<file path="src/core/pth_pkg.sv">
// Constants and helpers for the proximity threshold register bank.
// Assumes a byte-wide register port driven by the serial interface core.
// What this block does
// - Hold 16-bit channel one threshold; compare each channel one measurement made while auto_run_i is high for host event.
// - Hold separate 16-bit channel two threshold; compare channel two measurements likewise.
// - Threshold bytes update separately; a comparison may see a mixed old/new value.
// - Legacy format: one 8-bit compressed threshold at each channel's low-byte address.
// - Channel one bits 7:0 at 0x11, bits 15:8 at 0x12, both read-write.
// - Low-byte registers reset to zero; channel two low byte sits at 0x13.
// - Channel two bits 15:8 held in read-write register at 0x14.
package pth_pkg;
  localparam int TH_W = 16;
  localparam logic [7:0] ADDR_P1_LO = 8'h11;
  localparam logic [7:0] ADDR_P1_HI = 8'h12;
  localparam logic [7:0] ADDR_P2_LO = 8'h13;
  localparam logic [7:0] ADDR_P2_HI = 8'h14;
  localparam logic [7:0] RST_LO = 8'h00;
  localparam logic [7:0] RST_HI = 8'h00;
  localparam logic [7:0] RD_UNMAPPED = 8'h00;

  // Expands a compressed byte: upper nibble exponent, lower nibble mantissa
  function automatic logic [15:0] pth_expand(input logic [7:0] c);
    logic [15:0] v;
    v = {11'h000, 1'b1, c[3:0]};
    if (c == 8'h00) begin
      pth_expand = 16'h0000;
    end else if (c[7:4] > 4'hb) begin
      pth_expand = 16'hffff;
    end else begin
      pth_expand = v << c[7:4];
    end
  endfunction : pth_expand
endpackage : pth_pkg

</file>
<file path="src/core/pth_cmp_if.sv">
// Carrier between the register bank and one channel comparator.
// Assumes both ends share the block clock.
`timescale 1ns/1ps
interface pth_cmp_if;
  logic [15:0] thresh;
  logic [15:0] meas;
  logic fire;
  logic below;
  logic hit;
  modport src (output thresh, output meas, output fire, output below, input hit);
  modport cmp (input thresh, input meas, input fire, input below, output hit);
endinterface : pth_cmp_if

</file>
<file path="src/core/pth_regs.sv">
// Proximity threshold register bank with per-channel event compare.
// Assumes the serial interface core presents byte reads and writes
// as one-cycle strobes, and the sequencer pulses meas_valid_i.
`timescale 1ns/1ps
module pth_regs
  import pth_pkg::*;
(
  input wire logic clk_i,
  input wire logic rst_n_i,
  input wire logic [7:0] reg_addr_i,
  input wire logic [7:0] reg_wdata_i,
  input wire logic reg_we_i,
  input wire logic reg_re_i,
  output logic [7:0] reg_rdata_o,
  input wire logic auto_run_i,
  input wire logic legacy_fmt_i,
  input wire logic below_mode_i,
  input wire logic meas_valid_i,
  input wire logic meas_chan_i,
  input wire logic [15:0] meas_data_i,
  output logic prox1_event_o,
  output logic prox2_event_o
);
  // ----------------------------------------------------------------
  // State
  // ----------------------------------------------------------------
  typedef struct packed {
    logic [7:0] p1_lo;
    logic [7:0] p1_hi;
    logic [7:0] p2_lo;
    logic [7:0] p2_hi;
    logic [7:0] rdata;
  } pth_regs_s;

  // Registered copy and its next value
  pth_regs_s st_q;
  pth_regs_s st_d;
  logic [15:0] thr1;
  logic [15:0] thr2;
  logic run_meas;

  pth_cmp_if c1_if ();
  pth_cmp_if c2_if ();

  // ----------------------------------------------------------------
  // Register access
  // ----------------------------------------------------------------
  // Writes land byte by byte; reads return the stored byte next cycle
  // Writing and reading one address in one cycle returns the old byte
  always_comb begin
    st_d = st_q;
    if (reg_we_i) begin
      if (reg_addr_i == ADDR_P1_LO) begin
        st_d.p1_lo = reg_wdata_i;
      end else if (reg_addr_i == ADDR_P1_HI) begin
        st_d.p1_hi = reg_wdata_i;
      end else if (reg_addr_i == ADDR_P2_LO) begin
        st_d.p2_lo = reg_wdata_i;
      end else if (reg_addr_i == ADDR_P2_HI) begin
        st_d.p2_hi = reg_wdata_i;
      end
    end
    if (reg_re_i) begin
      if (reg_addr_i == ADDR_P1_LO) begin
        st_d.rdata = st_q.p1_lo;
      end else if (reg_addr_i == ADDR_P1_HI) begin
        st_d.rdata = st_q.p1_hi;
      end else if (reg_addr_i == ADDR_P2_LO) begin
        st_d.rdata = st_q.p2_lo;
      end else if (reg_addr_i == ADDR_P2_HI) begin
        st_d.rdata = st_q.p2_hi;
      end else begin
        st_d.rdata = RD_UNMAPPED;
      end
    end
  end

  // State register, low bytes clear at reset
  always_ff @(posedge clk_i or negedge rst_n_i) begin
    if (!rst_n_i) begin
      st_q.p1_lo <= RST_LO;
      st_q.p1_hi <= RST_HI;
      st_q.p2_lo <= RST_LO;
      st_q.p2_hi <= RST_HI;
      st_q.rdata <= RD_UNMAPPED;
    end else begin
      st_q <= st_d;
    end
  end

  assign reg_rdata_o = st_q.rdata;

  // ----------------------------------------------------------------
  // Threshold compare
  // ----------------------------------------------------------------
  // Live byte values feed the compare, so a half-written pair is seen as is
  // Hosts pause measurement around threshold rewrites, or discard results
  assign thr1 = legacy_fmt_i ? pth_expand(st_q.p1_lo) : {st_q.p1_hi, st_q.p1_lo};
  assign thr2 = legacy_fmt_i ? pth_expand(st_q.p2_lo) : {st_q.p2_hi, st_q.p2_lo};
  assign run_meas = meas_valid_i && auto_run_i;

  // Route each finished measurement to its own channel comparator
  assign c1_if.thresh = thr1;
  assign c1_if.meas = meas_data_i;
  assign c1_if.below = below_mode_i;
  assign c1_if.fire = run_meas && !meas_chan_i;
  assign c2_if.thresh = thr2;
  assign c2_if.meas = meas_data_i;
  assign c2_if.below = below_mode_i;
  assign c2_if.fire = run_meas && meas_chan_i;

  // One comparator per channel, each with its own event flop
  pth_cmp u_cmp1 (
    .clk_i(clk_i),
    .rst_n_i(rst_n_i),
    .cif(c1_if.cmp)
  );

  pth_cmp u_cmp2 (
    .clk_i(clk_i),
    .rst_n_i(rst_n_i),
    .cif(c2_if.cmp)
  );

  // Events come straight from the comparator flops
  assign prox1_event_o = c1_if.hit;
  assign prox2_event_o = c2_if.hit;
endmodule : pth_regs

</file>
<file path="src/core/pth_cmp.sv">
// One-channel unsigned threshold comparator with registered event.
// Assumes fire is a one-cycle pulse per completed measurement.
`timescale 1ns/1ps
module pth_cmp
  import pth_pkg::*;
(
  input wire logic clk_i,
  input wire logic rst_n_i,
  pth_cmp_if.cmp cif
);
  typedef struct packed {
    logic hit;
  } pth_cmp_s;

  pth_cmp_s st_q;
  pth_cmp_s st_d;

  // Event when the measurement crosses the threshold in the chosen sense
  always_comb begin
    st_d = st_q;
    st_d.hit = 1'b0;
    if (cif.fire) begin
      st_d.hit = cif.below ? (cif.meas < cif.thresh) : (cif.meas > cif.thresh);
    end
  end

  // State register
  always_ff @(posedge clk_i or negedge rst_n_i) begin
    if (!rst_n_i) begin
      st_q <= '0;
    end else begin
      st_q <= st_d;
    end
  end

  assign cif.hit = st_q.hit;
endmodule : pth_cmp

</file>
<file path="config.mk">
export PLATFORM = sky130hd
export DESIGN_NAME = pth_regs
export DESIGN_NICKNAME = d
export VERILOG_FILES = /design/src/core/pth_pkg.sv /design/src/core/pth_cmp_if.sv /design/src/core/pth_regs.sv /design/src/core/pth_cmp.sv
export SDC_FILE = /design/constraint.sdc
export NUM_CORES = 1
export LEC_CHECK = 0
export BUFFER_PORTS_ARGS = -buffer_cell sky130_fd_sc_hd__buf_2
export CORE_MARGIN = 2
export CORE_UTILIZATION = 35
export CTS_CLUSTER_DIAMETER = 120
export DETAILED_ROUTE_END_ITERATION = 8
export GPL_TIMING_DRIVEN = 0
export PLACE_DENSITY = 0.52
export SYNTH_ARGS = -nofsm -noshare
export SYNTH_HDL_FRONTEND = slang
export SYNTH_SLANG_ARGS = --single-unit
</file>
<file path="constraint.sdc">
create_clock -name clk_i -period 5.38 [get_ports clk_i]
set_clock_uncertainty 0.15 [all_clocks]
set_input_delay 0.269 -clock clk_i [delete_from_list [all_inputs] [get_ports clk_i]]
set_output_delay 0.269 -clock clk_i [all_outputs]
set_load 0.1 [all_outputs]
</file>
==> results.toml <==
[yosys]
synthTopCellsByCount = "a21oi_1, dfrtp_1, ha_1, o21ai_0, mux2_2"
synth_area_leaders = "dfrtp_1, ha_1, a21oi_1"
yosysWarningCount = 0
dominantRegCellSynth = "dfrtp_1"
syn-cell-area_um2 = 3570
synth-edff-count = 0
synth.avg_cell_area_um2 = 8.65
synthCells = 413
ys_async_sr_fraction_pct = 100
synth_cell_types = 44
synth_top_area_share_pct = 29.4
synth_seq_area_share_pct = 29.4
syn-num-nets = 486
yosys_register_bits = 42
post-synth-top-count-cell = "a21oi_1"
synth_top_cell_by_area = "dfrtp_1"

[worst_setup_path]
critPathKind = "reg -> reg"
crit_path_top_delay_cell = "nor4b_1"
r2r_start = "st_q[19]"
cp_top_family = "simple AND/OR/NAND/NOR gates"
arrival_ps = 3610
cp.required_ps = 5450
path_cells = "or4_4 -> o21ai_4 -> a21oi_1 -> a21oi_1 -> ha_1 -> nor2b_1 -> o211ai_1 -> a21boi_0 -> nor4b_1 -> mux2i_1"
critPathLaunch = "st_q[19]"
crit_path_end_kind = "flop"
critPathMaxStageDelay_ps = 620
crit_buf_inv = 0
cp-start-kind = "flop"
crit_path_frequent_cell = "a21oi_1"
reg2reg_slack_ps = 1830
path_max_fanout = 8

[route]
ant_nets = 0
drcViolationCount = 0
drt_iter0_markers = 138
drt_pass1_iterations = 5
vias = 3326
wirelength_um = 10500
vias_per_cell = 5.51
avgRoutedWirePerCell_um = 17.3

[cts]
path_clk_slew_ps = 80
ctsLongestPathBuffers = 2
cts_htree_levels = 2
cts_tree = "yes"
cts-hold-fix-buffers = 0
cts-root-buf = "clkbuf_8"
clock_latency_ps = 300
post_cts_resized = 0
cts.sinks = 42
postCtsSetupBuffers = 0
cts_made_buffers = 5

[outcome]
violations = "negative hold slack"
run_status = "complete, but fails checks"

[min_path]
hold_path.class = "in -> async"

[finish]
drive_above_1_share_pct = 24.4
syn2layout_area_growth_pct = 14.8
diodes = 0
final_nets = 543

[timing]
finalSetupViolations = 0
worst_hold_slack_ps = -29.7
max_slew_margin_pct = 35.6
slew_viol_final = 0
fin_crit_ps = 3550
tightest_slew_ps = 966
rsz0062_at_grt = "false"
fin_tns_setup_ps = 0
fmax_ghz = 0.282
hold_viol_final = 42
finalCritPeriodShare_pct = 65.9

[placement]
gp_congestion = 0.874
numPortBuffers = 50
dpl.hpwl_um = 8400

[grt]
grt_pass1_wl_um = 17000
grt_usage_pct = 19.5
grt_max_degree = 43
grt_pass1_vias = 3264
grt_overflow = 0
antenna_found_initial = 0

[floorplan]
die_h_um = 105
die_x_um = 105
core_area_um2 = 9820
row_count = 36
dieArea_um2 = 11000
io_pins = 51
start_util_pct = 36.4

[power_and_ir_drop]
leakage_uw = 0.00183
vdd_drop_max_mv = 0.157
cellPowerDensity_nw_per_um2 = 200

[flow_run]
cap_violations = 0
-- metrics by stage --
stage | instance area [um2] | setup slack (ps) | utilization (%) | cells | total power [uW]
finish | 4100 | 1830 | 41.7 | 604 | 820
global route | 4100 | 1710 | 41.7 | 604 | 867
CTS | 4100 | 1950 | 41.7 | 604 | 821
detailed placement | 3990 | 2000 | 40.6 | 596 | 566
global placement | 3990 | 1980 | 40.6 | 596 | 561
floorplan | 3570 | 2560 | - | 413 | 488
-- state kept, by name, indices dropped and copies added, names as in the netlist --
register / count
st_q: 32
reg_rdata_o: 8
u_cmp2.cif.hit: 1
u_cmp1.cif.hit: 1
-- cell usage in the layout, fill, tap and decap left out, drive strengths merged, types with 2 or more instances in the layout --
cell      n
nor2     16
a31oi     6
o21ai    33
nor3     12
buf      70
and2      2
nand4     9
nor3b     4
nand2    24
nor4      2
a22oi    12
a21o      4
o211ai    2
a21boi    2
o22ai     8
mux2i    10
and4      2
inv      20
dfrtp    42
mux2     29
o21a      2
nor4b     2
nand3    10
ha       32
a21oi    67
a41o      2
o2111ai   8
clkbuf   22
nor2b     6
nand4b    2
-- routing by layer --
metal | share of wire [%] | GRT usage [%] | up-vias
met2 | 47 | 32.1 | 79
met1 | 48 | 27.3 | 1582
met4 | 1.5 | 4.76 | 0
met5 | 0 | 0 | -
li1 | - | - | 1654
met3 | 3.7 | 2.31 | 11
-- final cells by class --
| type | instances | area, um2 |
|---|---|---|
| clock inverter | 2 | 37.5 |
| sequential | 42 | 1050 |
| buffer | 36 | 204 |
| fill | 1066 | 5720 |
| tap | 133 | 166 |
| clock buffer | 6 | 72.6 |
| multi-input combinational | 315 | 2240 |
| timing repair buffer | 50 | 250 |
| inverter | 20 | 75.1 |
-- kinds of logic after synthesis --
group	count (synthesis)	synth area share [%]
AOI/OAI and AO/OA	150	24.9
and+or+nand+nor	94	14.7
buffers and inverters	56	7.81
DFF	42	29.4
muxes	39	11.9
adders and majority gates	32	11.2
-- power by group --
| group | internal (uW) | switching [uW] | leakage (uW) | total, uW |
|---|---|---|---|---|
| Sequential | 328 | 16.5 | 0.000567 | 345 |
| Clock | 139 | 118 | 0.0000514 | 257 |
| Combinational | 83.7 | 134 | 0.00121 | 218 |
-- final timing paths --
path	endpoint	cells after the start
setup / recovery	u_cmp2.cif.hit	10
hold / removal	st_q[20]	1
setup reg to reg	u_cmp2.cif.hit	10
hold reg to reg	reg_rdata_o[3]	2
max in group asynchronous	st_q[29]	1
min in group clk_i	u_cmp1.cif.hit	3
(Power assumes the default switching activity.)
